===== config.mk =====
export PLATFORM = sky130hd
export DESIGN_NAME = pig_port
export DESIGN_NICKNAME = d
export VERILOG_FILES = /design/src/pkg/pig_pkg.sv /design/src/hw/pig_port.sv
export VERILOG_INCLUDE_DIRS = /design/src /design/src/pkg
export SDC_FILE = /design/constraint.sdc
export NUM_CORES = 1
export LEC_CHECK = 0
export BUFFER_PORTS_ARGS = -buffer_cell sky130_fd_sc_hd__buf_2
export CORE_ASPECT_RATIO = 1.1
export CORE_UTILIZATION = 49
export DETAILED_ROUTE_END_ITERATION = 16
export PLACE_DENSITY_LB_ADDON = 0.12
export SLEW_MARGIN = 20
export SYNTH_ARGS = -nofsm -noshare
export SYNTH_HDL_FRONTEND = slang
export SYNTH_SLANG_ARGS = --single-unit

===== constraint.sdc =====
create_clock -name clk_sys -period 2.2 [get_ports clk_sys]
set_input_delay 0.11 -clock clk_sys [delete_from_list [all_inputs] [get_ports clk_sys]]
set_output_delay 0.11 -clock clk_sys [all_outputs]
set_load 0.1 [all_outputs]

===== src/pkg/pig_defines.svh =====
// Register indices, field positions, masks and reset values of the GPIO port block.
// Assumes a 32-bit word-addressed register bus; byte address is four times the index.
//
// Behaviour
// RQ1: Every pin is GPIO; all but port A upper pins also serve peripherals.
// RQ2: Data register holds pin drive value; writes reach pin only as GPIO output.
// RQ3: Data read returns synchronised pin when direction 0, stored value when 1.
// RQ4: Peripheral-owned pins ignore their direction bit, which itself stays unchanged.
// RQ5: Input register is read-only, always returns synchronised pin level.
// RQ6: Port A drive-select bit set gives one-sixth drive; no effect on inputs.
// RQ7: Drive-select register readable/writable anytime; upper two bits zero; resets zero.
// RQ8: Reserved range after drive-select reads zero; writes ignored.
// RQ9: All port A pins are GPIO; lower four also carry serial interface.
// RQ10: Port C pins: GPIO, or link interrupt input (upper) and link clock (lower).
// RQ11: Pull-down on upper port C pin while it is the link interrupt input.
// RQ12: Link interrupt input synchronised; stop mode bypass raises asynchronous wake-up.
// RQ13: Port D pins GPIO or link data; 4-bit mode leaves upper four GPIO.
// RQ14: Pull-downs on port D pins while acting as link inputs.
// RQ15: Software avoids writing data and direction in one word access.
// RQ16: Software loads data register before turning pins into outputs.
// RQ17: 8-bit link mode uses all port D pins; 4-bit mode lower four.
// RQ18: Direction one makes pin output; zero makes high-impedance input.
// RQ19: Pin levels pass two flip-flops before reaching read paths.
`ifndef PIG_DEFINES_SVH
`define PIG_DEFINES_SVH

// Register indices (word addresses)
`define PIG_IDX_DATA_A   9'h100
`define PIG_IDX_DATA_C   9'h101
`define PIG_IDX_DATA_D   9'h102
`define PIG_IDX_DIR_A    9'h103
`define PIG_IDX_DIR_C    9'h104
`define PIG_IDX_DIR_D    9'h105
`define PIG_IDX_LVL_A    9'h106
`define PIG_IDX_LVL_C    9'h107
`define PIG_IDX_LVL_D    9'h108
`define PIG_IDX_CTRL     9'h110
`define PIG_IDX_IRQ_STS  9'h111
`define PIG_IDX_IRQ_MSK  9'h112
`define PIG_IDX_DRV_A    9'h122
`define PIG_IDX_RSV_LO   9'h123
`define PIG_IDX_RSV_HI   9'h17F

// Control fields
`define PIG_CTRL_SPI_EN  0
`define PIG_CTRL_LINK_EN 1
`define PIG_CTRL_WIDE    2
`define PIG_CTRL_MASK    8'h07

// Status fields
`define PIG_STS_LINK_IRQ 0
`define PIG_STS_A_CHG    1
`define PIG_STS_MASK     8'h03

// Field masks and reset values
`define PIG_DRV_MASK     8'h3F
`define PIG_RST_REG      8'h00
`define PIG_LANES_WIDE   8'hFF
`define PIG_LANES_NARROW 8'h0F

`endif


===== src/pkg/pig_pkg.sv =====
// Types shared by the GPIO port block.
// Assumes the constants header is compiled alongside.
package pig_pkg;
    // Register bus handshake states
    typedef enum logic [0:0] {
        PIG_IDLE = 1'b0,
        PIG_ACK  = 1'b1
    } pig_bus_t;
endpackage


===== src/hw/pig_port.sv =====
// GPIO port logic for ports A (6 pins), C (2 pins) and D (8 internal pins).
// Assumes pins and peripheral signals are synchronous to clk_sys; pin pads resolve
// the wire from value and active-low enable outside this module.
//
// Implementation choice: the Avalon-MM interface to the registers.
`timescale 1ns/1ps
`include "pig_defines.svh"

module pig_port (
    input  wire logic        clk_sys,
    input  wire logic        rst,
    input  wire logic [8:0]  avs_address,
    input  wire logic        avs_read,
    input  wire logic        avs_write,
    input  wire logic [31:0] avs_writedata,
    input  wire logic [3:0]  avs_byteenable,
    output logic      [31:0] avs_readdata,
    output logic             avs_waitrequest,
    output logic             irq,
    input  wire logic [5:0]  pa_in,
    output logic      [5:0]  pa_out,
    output logic      [5:0]  pa_oe_n,
    output logic      [5:0]  pa_reduced,
    input  wire logic [1:0]  pc_in,
    output logic      [1:0]  pc_out,
    output logic      [1:0]  pc_oe_n,
    output logic             pc_pulldown,
    input  wire logic [7:0]  pd_in,
    output logic      [7:0]  pd_out,
    output logic      [7:0]  pd_oe_n,
    output logic      [7:0]  pd_pulldown,
    input  wire logic [3:0]  spi_out,
    input  wire logic [3:0]  spi_oe,
    output logic      [3:0]  spi_in,
    input  wire logic        link_clk_out,
    input  wire logic [7:0]  link_dat_out,
    input  wire logic [7:0]  link_dat_oe,
    output logic      [7:0]  link_dat_in,
    output logic             link_irq_in,
    input  wire logic        stop_mode,
    output logic             link_wake
);

    logic [7:0]  data_a_ff, data_c_ff, data_d_ff;
    logic [7:0]  dir_a_ff, dir_c_ff, dir_d_ff;
    logic [7:0]  drv_a_ff, ctrl_ff, sts_ff, msk_ff;
    logic [5:0]  a_s1_ff, a_sync_ff, a_old_ff;
    logic [1:0]  c_s1_ff, c_sync_ff;
    logic [7:0]  d_s1_ff, d_sync_ff;
    logic        lirq_old_ff;
    logic [31:0] rdata_ff;
    pig_pkg::pig_bus_t state_ff;
    logic        req, wr_go, wr_lane;
    logic        spi_en, link_en;
    logic [7:0]  lanes, wdat, rd_val, nxt_sts;
    logic [5:0]  a_drive;

    // Read value of a data register: pin level for inputs, stored bit for outputs
    function automatic logic [7:0] data_rd(input logic [7:0] dir,
                                           input logic [7:0] stored,
                                           input logic [7:0] pin);
        data_rd = (dir & stored) | (~dir & pin); // RQ3
    endfunction

    assign spi_en  = ctrl_ff[`PIG_CTRL_SPI_EN];
    assign link_en = ctrl_ff[`PIG_CTRL_LINK_EN];
    assign req     = avs_read | avs_write;
    assign wr_lane = avs_write & avs_byteenable[0];
    assign wr_go   = wr_lane & (state_ff == pig_pkg::PIG_ACK);
    assign wdat    = avs_writedata[7:0];

    // One wait cycle per access so read data can come from a flip-flop
    assign avs_waitrequest = (state_ff != pig_pkg::PIG_ACK);
    assign avs_readdata    = rdata_ff;

    always_ff @(posedge clk_sys) begin
        if (rst) begin
            state_ff <= pig_pkg::PIG_IDLE;
        end else begin
            case (state_ff)
                pig_pkg::PIG_IDLE: begin
                    if (req) begin
                        state_ff <= pig_pkg::PIG_ACK;
                    end
                end
                pig_pkg::PIG_ACK: state_ff <= pig_pkg::PIG_IDLE;
                default: state_ff <= pig_pkg::PIG_IDLE;
            endcase
        end
    end

    // Read mux; reserved and unmapped words answer zero
    always_comb begin
        case (avs_address)
            `PIG_IDX_DATA_A:  rd_val = data_rd(dir_a_ff, data_a_ff, {2'b00, a_sync_ff});
            `PIG_IDX_DATA_C:  rd_val = data_rd(dir_c_ff, data_c_ff, {6'h00, c_sync_ff});
            `PIG_IDX_DATA_D:  rd_val = data_rd(dir_d_ff, data_d_ff, d_sync_ff);
            `PIG_IDX_DIR_A:   rd_val = dir_a_ff;
            `PIG_IDX_DIR_C:   rd_val = dir_c_ff;
            `PIG_IDX_DIR_D:   rd_val = dir_d_ff;
            `PIG_IDX_LVL_A:   rd_val = {2'b00, a_sync_ff}; // RQ5
            `PIG_IDX_LVL_C:   rd_val = {6'h00, c_sync_ff}; // RQ5
            `PIG_IDX_LVL_D:   rd_val = d_sync_ff;          // RQ5
            `PIG_IDX_CTRL:    rd_val = ctrl_ff;
            `PIG_IDX_IRQ_STS: rd_val = sts_ff;
            `PIG_IDX_IRQ_MSK: rd_val = msk_ff;
            `PIG_IDX_DRV_A:   rd_val = drv_a_ff;           // RQ7
            default:          rd_val = `PIG_RST_REG;       // RQ8
        endcase
    end

    // Read data captured at request, held through the answer cycle
    always_ff @(posedge clk_sys) begin
        if (rst) begin
            rdata_ff <= 32'h0000_0000;
        end else if (state_ff == pig_pkg::PIG_IDLE && avs_read) begin
            rdata_ff <= {24'h00_0000, rd_val};
        end
    end

    // Data and direction registers; peripherals never touch the direction bits
    always_ff @(posedge clk_sys) begin
        if (rst) begin
            data_a_ff <= `PIG_RST_REG;
            data_c_ff <= `PIG_RST_REG;
            data_d_ff <= `PIG_RST_REG;
            dir_a_ff  <= `PIG_RST_REG;
            dir_c_ff  <= `PIG_RST_REG;
            dir_d_ff  <= `PIG_RST_REG;
        end else if (wr_go) begin
            case (avs_address)
                `PIG_IDX_DATA_A: data_a_ff <= {2'b00, wdat[5:0]}; // RQ2
                `PIG_IDX_DATA_C: data_c_ff <= {6'h00, wdat[1:0]}; // RQ2
                `PIG_IDX_DATA_D: data_d_ff <= wdat;               // RQ2
                `PIG_IDX_DIR_A:  dir_a_ff  <= {2'b00, wdat[5:0]}; // RQ4
                `PIG_IDX_DIR_C:  dir_c_ff  <= {6'h00, wdat[1:0]}; // RQ4
                `PIG_IDX_DIR_D:  dir_d_ff  <= wdat;               // RQ4
                default: ;
            endcase
        end
    end

    // Control and drive select; input and reserved words drop writes
    always_ff @(posedge clk_sys) begin
        if (rst) begin
            ctrl_ff  <= `PIG_RST_REG;
            drv_a_ff <= `PIG_RST_REG; // RQ7
            msk_ff   <= `PIG_RST_REG;
        end else if (wr_go) begin
            case (avs_address)
                `PIG_IDX_CTRL:    ctrl_ff  <= wdat & `PIG_CTRL_MASK;
                `PIG_IDX_DRV_A:   drv_a_ff <= wdat & `PIG_DRV_MASK; // RQ7
                `PIG_IDX_IRQ_MSK: msk_ff   <= wdat & `PIG_STS_MASK;
                default: ;        // RQ5 RQ8
            endcase
        end
    end

    // Two-stage pin synchronisers; only the second stage feeds anything
    always_ff @(posedge clk_sys) begin
        if (rst) begin
            a_s1_ff   <= 6'h00;
            a_sync_ff <= 6'h00;
            c_s1_ff   <= 2'h0;
            c_sync_ff <= 2'h0;
            d_s1_ff   <= 8'h00;
            d_sync_ff <= 8'h00;
        end else begin
            a_s1_ff   <= pa_in; // RQ19
            a_sync_ff <= a_s1_ff;
            c_s1_ff   <= pc_in; // RQ12
            c_sync_ff <= c_s1_ff;
            d_s1_ff   <= pd_in;
            d_sync_ff <= d_s1_ff;
        end
    end

    // Port A: lower four go to the serial interface when enabled, upper two stay GPIO
    assign a_drive[5:4] = dir_a_ff[5:4];                      // RQ1
    assign a_drive[3:0] = spi_en ? spi_oe : dir_a_ff[3:0];    // RQ9 RQ4
    assign pa_out[5:4]  = data_a_ff[5:4];
    assign pa_out[3:0]  = spi_en ? spi_out : data_a_ff[3:0];  // RQ9
    assign pa_oe_n      = ~a_drive;                           // RQ18
    assign pa_reduced   = drv_a_ff[5:0] & a_drive;            // RQ6
    assign spi_in       = a_sync_ff[3:0];

    // Port C: upper pin is the link interrupt input, lower the link clock
    assign pc_out[1]   = data_c_ff[1];
    assign pc_out[0]   = link_en ? link_clk_out : data_c_ff[0]; // RQ10
    assign pc_oe_n[1]  = link_en | ~dir_c_ff[1];                // RQ10 RQ18
    assign pc_oe_n[0]  = ~(link_en | dir_c_ff[0]);              // RQ10
    assign pc_pulldown = link_en;                               // RQ11
    assign link_irq_in = link_en & c_sync_ff[1];                // RQ12

    // Stop clocks halt the synchroniser, so the raw pin wakes the core directly
    assign link_wake = stop_mode & link_en & pc_in[1]; // RQ12

    // Port D: link lanes by mode, others left to GPIO
    assign lanes = link_en ? (ctrl_ff[`PIG_CTRL_WIDE] ? `PIG_LANES_WIDE
                                                      : `PIG_LANES_NARROW)
                           : 8'h00;                                   // RQ17 RQ13
    assign pd_out      = (lanes & link_dat_out) | (~lanes & data_d_ff);
    assign pd_oe_n     = ~((lanes & link_dat_oe) | (~lanes & dir_d_ff)); // RQ4 RQ13
    assign pd_pulldown = lanes & ~link_dat_oe;                        // RQ14
    assign link_dat_in = d_sync_ff & lanes;

    // Event history for edge detection on synchronised levels
    always_ff @(posedge clk_sys) begin
        if (rst) begin
            a_old_ff    <= 6'h00;
            lirq_old_ff <= 1'b0;
        end else begin
            a_old_ff    <= a_sync_ff;
            lirq_old_ff <= link_irq_in;
        end
    end

    // Sticky status, write one to clear; a new event wins over the clear
    always_comb begin
        nxt_sts = sts_ff;
        if (wr_go && avs_address == `PIG_IDX_IRQ_STS) begin
            nxt_sts = sts_ff & ~wdat;
        end
        if (link_irq_in && !lirq_old_ff) begin
            nxt_sts[`PIG_STS_LINK_IRQ] = 1'b1;
        end
        if (a_sync_ff != a_old_ff) begin
            nxt_sts[`PIG_STS_A_CHG] = 1'b1;
        end
    end

    always_ff @(posedge clk_sys) begin
        if (rst) begin
            sts_ff <= `PIG_RST_REG;
        end else begin
            sts_ff <= nxt_sts & `PIG_STS_MASK;
        end
    end

    assign irq = |(sts_ff & msk_ff);

    // Checks
    property p_rsvd_zero;
        @(posedge clk_sys) disable iff (rst)
        (state_ff == pig_pkg::PIG_IDLE && avs_read && avs_address >= `PIG_IDX_RSV_LO
         && avs_address <= `PIG_IDX_RSV_HI) |=> (avs_readdata == 32'h0000_0000);
    endproperty
    a_rsvd_zero: assert property (p_rsvd_zero) else $error("Reserved word read non-zero"); // RQ8

    property p_drv_reset;
        @(posedge clk_sys) rst |=> (drv_a_ff == 8'h00);
    endproperty
    a_drv_reset: assert property (p_drv_reset) else $error("Drive select not cleared"); // RQ7

    property p_drv_upper;
        @(posedge clk_sys) disable iff (rst)
        wr_go && avs_address == `PIG_IDX_DRV_A |=> drv_a_ff[7:6] == 2'b00
            && drv_a_ff[5:0] == $past(avs_writedata[5:0]);
    endproperty
    a_drv_upper: assert property (p_drv_upper) else $error("Drive select write wrong"); // RQ7

    property p_reduced_in;
        @(posedge clk_sys) disable iff (rst)
        (pa_reduced & ~pa_oe_n) == pa_reduced;
    endproperty
    a_reduced_in: assert property (p_reduced_in) else $error("Reduced drive on input"); // RQ6

    property p_sync_two;
        @(posedge clk_sys) disable iff (rst)
        !$past(rst, 2) |-> (a_sync_ff == $past(pa_in, 2));
    endproperty
    a_sync_two: assert property (p_sync_two) else $error("Pin sync latency wrong"); // RQ19

    property p_level_read;
        @(posedge clk_sys) disable iff (rst)
        state_ff == pig_pkg::PIG_IDLE && avs_read && avs_address == `PIG_IDX_LVL_D
            |=> avs_readdata[7:0] == $past(d_sync_ff);
    endproperty
    a_level_read: assert property (p_level_read) else $error("Level read wrong"); // RQ5

    property p_dir_kept;
        @(posedge clk_sys) disable iff (rst)
        !wr_go && link_en |=> $stable(dir_d_ff) && $stable(dir_c_ff);
    endproperty
    a_dir_kept: assert property (p_dir_kept) else $error("Direction bit moved"); // RQ4

    property p_narrow_gpio;
        @(posedge clk_sys) disable iff (rst)
        link_en && !ctrl_ff[`PIG_CTRL_WIDE]
            |-> pd_oe_n[7:4] == ~dir_d_ff[7:4] && pd_out[7:4] == data_d_ff[7:4];
    endproperty
    a_narrow_gpio: assert property (p_narrow_gpio) else $error("Upper D not GPIO"); // RQ13

    property p_pc_pull;
        @(posedge clk_sys) disable iff (rst)
        link_en |-> pc_pulldown && pc_oe_n[1] && !pc_oe_n[0];
    endproperty
    a_pc_pull: assert property (p_pc_pull) else $error("Port C link setup wrong"); // RQ11

    property p_lirq_event;
        @(posedge clk_sys) disable iff (rst)
        link_en && $rose(c_sync_ff[1]) |=> sts_ff[`PIG_STS_LINK_IRQ];
    endproperty
    a_lirq_event: assert property (p_lirq_event) else $error("Link irq lost"); // RQ12

    // Upper port A pins have no peripheral, so they always follow their registers
    property p_upper_gpio;
        @(posedge clk_sys) disable iff (rst)
        pa_out[5:4] == data_a_ff[5:4] && pa_oe_n[5:4] == ~dir_a_ff[5:4];
    endproperty
    a_upper_gpio: assert property (p_upper_gpio) else $error("Upper A pins not GPIO"); // RQ1

    property p_gpio_out;
        @(posedge clk_sys) disable iff (rst)
        !spi_en |-> pa_oe_n == ~dir_a_ff[5:0] && pa_out == data_a_ff[5:0];
    endproperty
    a_gpio_out: assert property (p_gpio_out) else $error("Port A GPIO wrong"); // RQ18

    property p_data_drive;
        @(posedge clk_sys) disable iff (rst)
        !link_en |-> pd_out == data_d_ff && pc_out == data_c_ff[1:0];
    endproperty
    a_data_drive: assert property (p_data_drive) else $error("Data reg not on pins"); // RQ2

    property p_spi_pins;
        @(posedge clk_sys) disable iff (rst)
        spi_en |-> pa_out[3:0] == spi_out && pa_oe_n[3:0] == ~spi_oe;
    endproperty
    a_spi_pins: assert property (p_spi_pins) else $error("Serial pins wrong"); // RQ9

    property p_wide_lanes;
        @(posedge clk_sys) disable iff (rst)
        link_en && ctrl_ff[`PIG_CTRL_WIDE]
            |-> pd_out == link_dat_out && pd_oe_n == ~link_dat_oe;
    endproperty
    a_wide_lanes: assert property (p_wide_lanes) else $error("Wide lanes wrong"); // RQ17

    // A pull-down fighting a driven lane would waste current, so never both
    property p_pd_pull;
        @(posedge clk_sys) disable iff (rst)
        (pd_pulldown & ~pd_oe_n) == 8'h00 && (link_en || pd_pulldown == 8'h00);
    endproperty
    a_pd_pull: assert property (p_pd_pull) else $error("Port D pull-down wrong"); // RQ14

    property p_wake;
        @(posedge clk_sys) disable iff (rst)
        stop_mode && link_en && pc_in[1] |-> link_wake;
    endproperty
    a_wake: assert property (p_wake) else $error("Wake bypass missing"); // RQ12

    property p_data_read;
        @(posedge clk_sys) disable iff (rst)
        state_ff == pig_pkg::PIG_IDLE && avs_read && avs_address == `PIG_IDX_DATA_A
            |=> avs_readdata[5:0] == (($past(dir_a_ff[5:0]) & $past(data_a_ff[5:0]))
                | (~$past(dir_a_ff[5:0]) & $past(a_sync_ff)));
    endproperty
    a_data_read: assert property (p_data_read) else $error("Data read wrong"); // RQ3

endmodule


# [Yosys cells after proc, flatten, opt, wreduce, memory -nomap -nowiden]
# Cells that the tools add are included.
[word_totals] ff_bits=93 wordCells=101 out_inout_bits=95
[classes] bitwise=39 eq_ne=14 reduce_logical=16 mux=11
[ops] cell="9-bit == test (second input constant)" n=13
[ops] cell="8-bit case mux with 13 select lines" n=1
[ops] cell="8-bit AND" n=8
[ops] cell="8-bit NOT" n=4
[ops] cell="8-bit bitwise OR" n=3
[ops] cell="2-bit AND reduction" n=9
[ops] cell="8-bit 2-to-1 mux" n=2
[ops] cell="6-bit AND" n=2
[ops] cell="8-bit by 2-bit AND with 8-bit output" n=1
[ops] cell="8-bit by 6-bit AND with 8-bit output" n=1
[ops] cell="4-bit 2-to-1 mux" n=2
[ops] cell="2-bit NOT with 8-bit output" n=1
[ops] cell="6-bit NOT with 8-bit output" n=1
[ops] cell="2-bit by 8-bit bitwise OR with 8-bit output" n=1
[ops] cell="6-bit by 8-bit bitwise OR with 8-bit output" n=1
[ops] cell="8-bit OR reduction" n=1
[ops] cell="2-bit AND" n=3
[ops] cell="6-bit inequality test" n=1
[ops] cell="6-bit NOT" n=1
[ops] cell="1-bit AND" n=5
[ops] cell="1-bit 2-to-1 mux" n=4
[ops] cell="2-bit nonzero test" n=2
[ops] cell="1-bit logical AND" n=3
[ops] cell="1-bit NOT" n=3
[ops] cell="other kinds (5)" n=7

# [Depth between registers and ports, before layout]
[depth] word_depth=6 mapped_depth=8 ltp_nobuf=5

# [Worst setup path before layout]
# OpenSTA, ideal clock, no wires.
[synth_timing] path_kind="flip-flop to output port" from="reg ctrl_ff[0]" to="out pa_reduced[0]" path_slack_ns=-1.296 n_path_buf=1 stages_incl_launch_ff=4 t_arrival_ns=3.386 t_required_ns=2.090 path_cell_list="dfxtp_1 clkbuf_1 mux2i_1 nor2b_1"
[synth_between] elab_chain_cells=2
[synth_lines] item="from (decl)" line="pig_port.sv:46" rtl="logic [7:0] drv_a_ff, ctrl_ff, sts_ff, msk_ff;"
[synth_lines] item="from (signal assigned)" line="pig_port.sv:146" rtl="ctrl_ff <= `PIG_RST_REG;"
[synth_lines] item="from (signal assigned)" line="pig_port.sv:151" rtl="`PIG_IDX_CTRL: ctrl_ff <= wdat & `PIG_CTRL_MASK;"
[synth_lines] item="4-bit 2-to-1 mux" line="pig_port.sv:180" rtl="assign a_drive[3:0] = spi_en ? spi_oe : dir_a_ff[3:0];"
[synth_lines] item="6-bit AND" line="pig_port.sv:184" rtl="assign pa_reduced = drv_a_ff[5:0] & a_drive;"
[synth_lines] item="to (decl)" line="pig_port.sv:23" rtl="output logic [5:0] pa_reduced,"
# No other way between the ends.

# [Worst setup path after layout]
[layout_timing] from="reg ctrl_ff[1]" to="out pd_out[4]"
[layout_between] elab_chain_cells=4
[layout_lines] item="8-bit 2-to-1 mux *" line="pig_port.sv:199" rtl="assign lanes = link_en ? (ctrl_ff[`PIG_CTRL_WIDE] ? `PIG_LANES_WIDE"
[layout_lines] item="8-bit NOT" line="pig_port.sv:202" rtl="assign pd_out = (lanes & link_dat_out) | (~lanes & data_d_ff);"
[layout_lines] item="8-bit AND" line="pig_port.sv:202"
[layout_lines] item="8-bit bitwise OR *" line="pig_port.sv:202"
[layout_lines] item="to (decl)" line="pig_port.sv:29" rtl="output logic [7:0] pd_out,"
# Mark *: on every way between the ends. The rest lies on a longest branch, timed or not.

==> impl_metrics.csv <==
group,metric,value,unit
die,initial_core_util,50.5,%
placement,dp_cells,784,
pwr,powerDensity,549,nW/um2
clocking,cts.path.max_buffers,2,
clocking,cts_buffers,9,
global_route,grt_pass1_vias,4346,
setup_path,reg2reg_from,"state_ff",
setup_path,worstReg2RegEnd,"sts_ff[1]",
timing,clock_skew,0.00992,ns
logic_synthesis,async_flop_share,0,%
clocking,path_clk_slew,0.09,ns
timing,worst_pin_slew,0.520,ns
setup_path,worst_setup_path_end_kind,"primary output",
setup_path,rrSetupSlack,0.49,ns
logic_synthesis,synth_common_cells,"dfxtp_1, nand2_1, nor2b_1, nand3_1, a21oi_1",
global_route,grt_max_degree,82,
die,die_w,95.9,um
routing,ant_nets,0,
logic_synthesis,seq_area_frac_synth,39.2,%
routing,vias_per_cell,5.53,
routing,drtIter0Drc,242,
setup_path,cp.arrival,1.83,ns
logic_synthesis,synth.most_common_cell,"dfxtp_1",
timing,fin_ws,0.258,ns
logic_synthesis,yosys_warnings,0,
timing,min_period,1.94,ns
placement,gp_congestion,0.875,
final_layout,syn_to_final_growth,31.4,%
logic_synthesis,synth_cells,552,
setup_path,crit_start,"ctrl_ff[1]",
logic_synthesis,synthesis.area,4750,um2
placement,dp_worst_setup_slack,0.242,ns
logic_synthesis,synthFlopType,"dfxtp_1",
setup_path,critPathKind,"register to primary output",
logic_synthesis,synth_top_area_share,39.2,%
placement,port_buffers,134,
clocking,clkSinkCount,93,
routing,vias,4526,
final_layout,antenna_cells,0,
clocking,root_buffer,"clkbuf_8",
die,dieArea,10100,um2
pwr,p_leak,2.57,nW
die,core,9400,um2
setup_path,cp_slowest_stage_delay,0.45,ns
setup_path,required,2.09,ns
run,cap_viol_max_count,0,
final_layout,stdcell_count,818,
global_route,grt_pass1_wl,22300,um
outcome,status,"finished, final reports clean",
logic_synthesis,synth_edf_count,0,
clocking,post_cts_buffers,0,
die,pin_count,186,
global_route,antenna_found_initial,0,
logic_synthesis,ys_ff_latch,93,
clocking,clk_latency,0.37,ns
pwr,vdd_drop_max,559,uV
clocking,h-tree-depth,3,
timing,hold_viol,0,
timing,finalSetupViolCount,0,
setup_path,crit_path_max_fanout,22,
global_route,overflow,0,
global_route,grt_usage,29.6,%
setup_path,worstPathCellList,"nand2_1 -> buf_4 -> mux2_2 -> buf_12",
min_path,hold_class,"input pin to register",
timing,clock.fmax,515,MHz
clocking,cts_resized,0,
setup_path,endpoint,"pd_out[4]",
timing,rsz0062_at_grt,"no",
routing,drc,0,
logic_synthesis,synth.avg_cell_area,8.60,um2
setup_path,ff2ff_path_depth,5,
final_layout,layout-drive-gt1-share,33.0,%
placement,post-dp-hpwl,10900,um
logic_synthesis,synth.distinct_cells,60,
timing,layout_worst_path_cycle_share,88.3,%
routing,routed_wl,14400,um
final_layout,nets,787,
pwr,power,3.43,mW
die,rows,37,
setup_path,startpoint_type,"register",
logic_synthesis,synth_area_leader_cell,"dfxtp_1",
timing,slew_headroom,65.1,%
clocking,cts_tree,"done",
routing,firstDrtPassIters,4,
routing,wl_per_cell,17.6,um
logic_synthesis,yosys-top-cells-area,"dfxtp_1, mux2i_1, nor2b_1",
setup_path,crit_slowest_cell,"dfxtp_4",
timing,finalMaxSlewViolations,0,
die,die-height,105,um
-- worst max-delay path, delay by kind of cell (launching register included) --
kind / cells / cell delay (ns)
buffers and inverters: 2 / 0.47
AND/OR/NAND/NOR: 1 / 0.11
multiplexers: 1 / 0.41
flip-flops: 1 / 0.45
-- report_power, final --
part           total [mW]  switching [mW]  internal, mW
Sequential           1.74          0.0255          1.71
Clock                1.18           0.634         0.543
Combinational       0.511           0.379         0.132
Total                3.43            1.04          2.39
-- worst min-delay path by stage --
stage                         start         end  slack [ns]  depth (start not counted)
after floorplan            pa_in[0]  a_s1_ff[0]        0.24                          1
after global placement     pd_in[1]  d_s1_ff[1]        0.32                          2
after detailed placement   pd_in[4]  d_s1_ff[4]        0.32                          2
after CTS                 avs_write    state_ff        0.02                          3
after global routing      avs_write    state_ff        0.04                          3
final                     avs_write    state_ff        0.03                          3
-- repair_timing --
item	in CTS	in global routing
setup endpoints to repair	0	0
hold endpoints to repair	19	0
hold buffers	18	0
-- state kept, by name, indices dropped and copies added, names as in the netlist --
name and flops:
state_ff 1, a_old_ff 6, c_s1_ff 2, dir_d_ff 8
a_s1_ff 6, dir_a_ff 6, c_sync_ff 2, msk_ff 2
a_sync_ff 6, drv_a_ff 6, avs_readdata 8, data_c_ff 2
sts_ff 2, data_d_ff 8, d_s1_ff 8, data_a_ff 6
lirq_old_ff 1, dir_c_ff 2, d_sync_ff 8, ctrl_ff 3
-- placed cells by master, fill, tap and decap left out, drive strengths merged, types with 3 or more instances in the layout --
| cell type | count |
|---|---|
| buf | 157 |
| o21ai | 13 |
| a22o | 3 |
| a221oi | 4 |
| nor2b | 51 |
| dlygate4sd3 | 18 |
| a211oi | 3 |
| mux2 | 14 |
| o22ai | 4 |
| nor4b | 3 |
| dfxtp | 93 |
| nand2 | 61 |
| a21oi | 38 |
| clkbuf | 11 |
| nor3 | 6 |
| and2 | 8 |
| nand3 | 43 |
| nand2b | 3 |
| conb | 24 |
| a22oi | 10 |
| mux2i | 36 |
| nor4 | 3 |
| and3 | 11 |
| inv | 10 |
| nor3b | 3 |
| xnor2 | 4 |
| nor2 | 31 |
-- final cells by class --
| class | count | area [um2] |
|---|---|---|
| Multi-Input combinational cell | 409 | 2780 |
| Clock buffer | 11 | 131 |
| Fill cell | 784 | 3160 |
| Sequential cell | 93 | 1870 |
| Tap cell | 117 | 146 |
| Timing Repair Buffer | 175 | 1220 |
| Inverter | 8 | 30.0 |
| Clock inverter | 5 | 67.6 |
-- kinds of logic (layout without fill, tap and decap cells) --
| family | Yosys count | count (layout) | synth area share, % |
|---|---|---|---|
| AND/OR/NAND/NOR | 236 | 236 | 27.1 |
| AO/OA/AOI/OAI | 93 | 93 | 12.8 |
| flip-flops | 93 | 93 | 39.2 |
| buffers and inverters | 73 | 199 | 8.83 |
| multiplexers | 50 | 50 | 10.9 |
| XOR/XNOR | 6 | 6 | 1.11 |
| other | 1 | 24 | 0.0790 |
-- stage by stage --
step	setup TNS, ns	area [um2]	hold WS, ns	utilization, %
after floorplan	-0.0572	5070	0.238	-
after global placement	0	5860	0.316	62.3
after detailed placement	0	5860	0.322	62.3
after CTS	0	6240	0.0249	66.4
after global routing	0	6240	0.0434	66.4
final	0	6240	0.0280	66.4
-- routing by layer --
metal	vias to the layer above	GRT usage, %	part of all wire, %
met3	23	3.25	5.2
li1	2165	-	-
met2	183	49.8	50
met1	2155	38.5	43
met4	0	10.8	2.1
met5	-	0	0
Note: power is estimated with default switching activity, not from simulation.
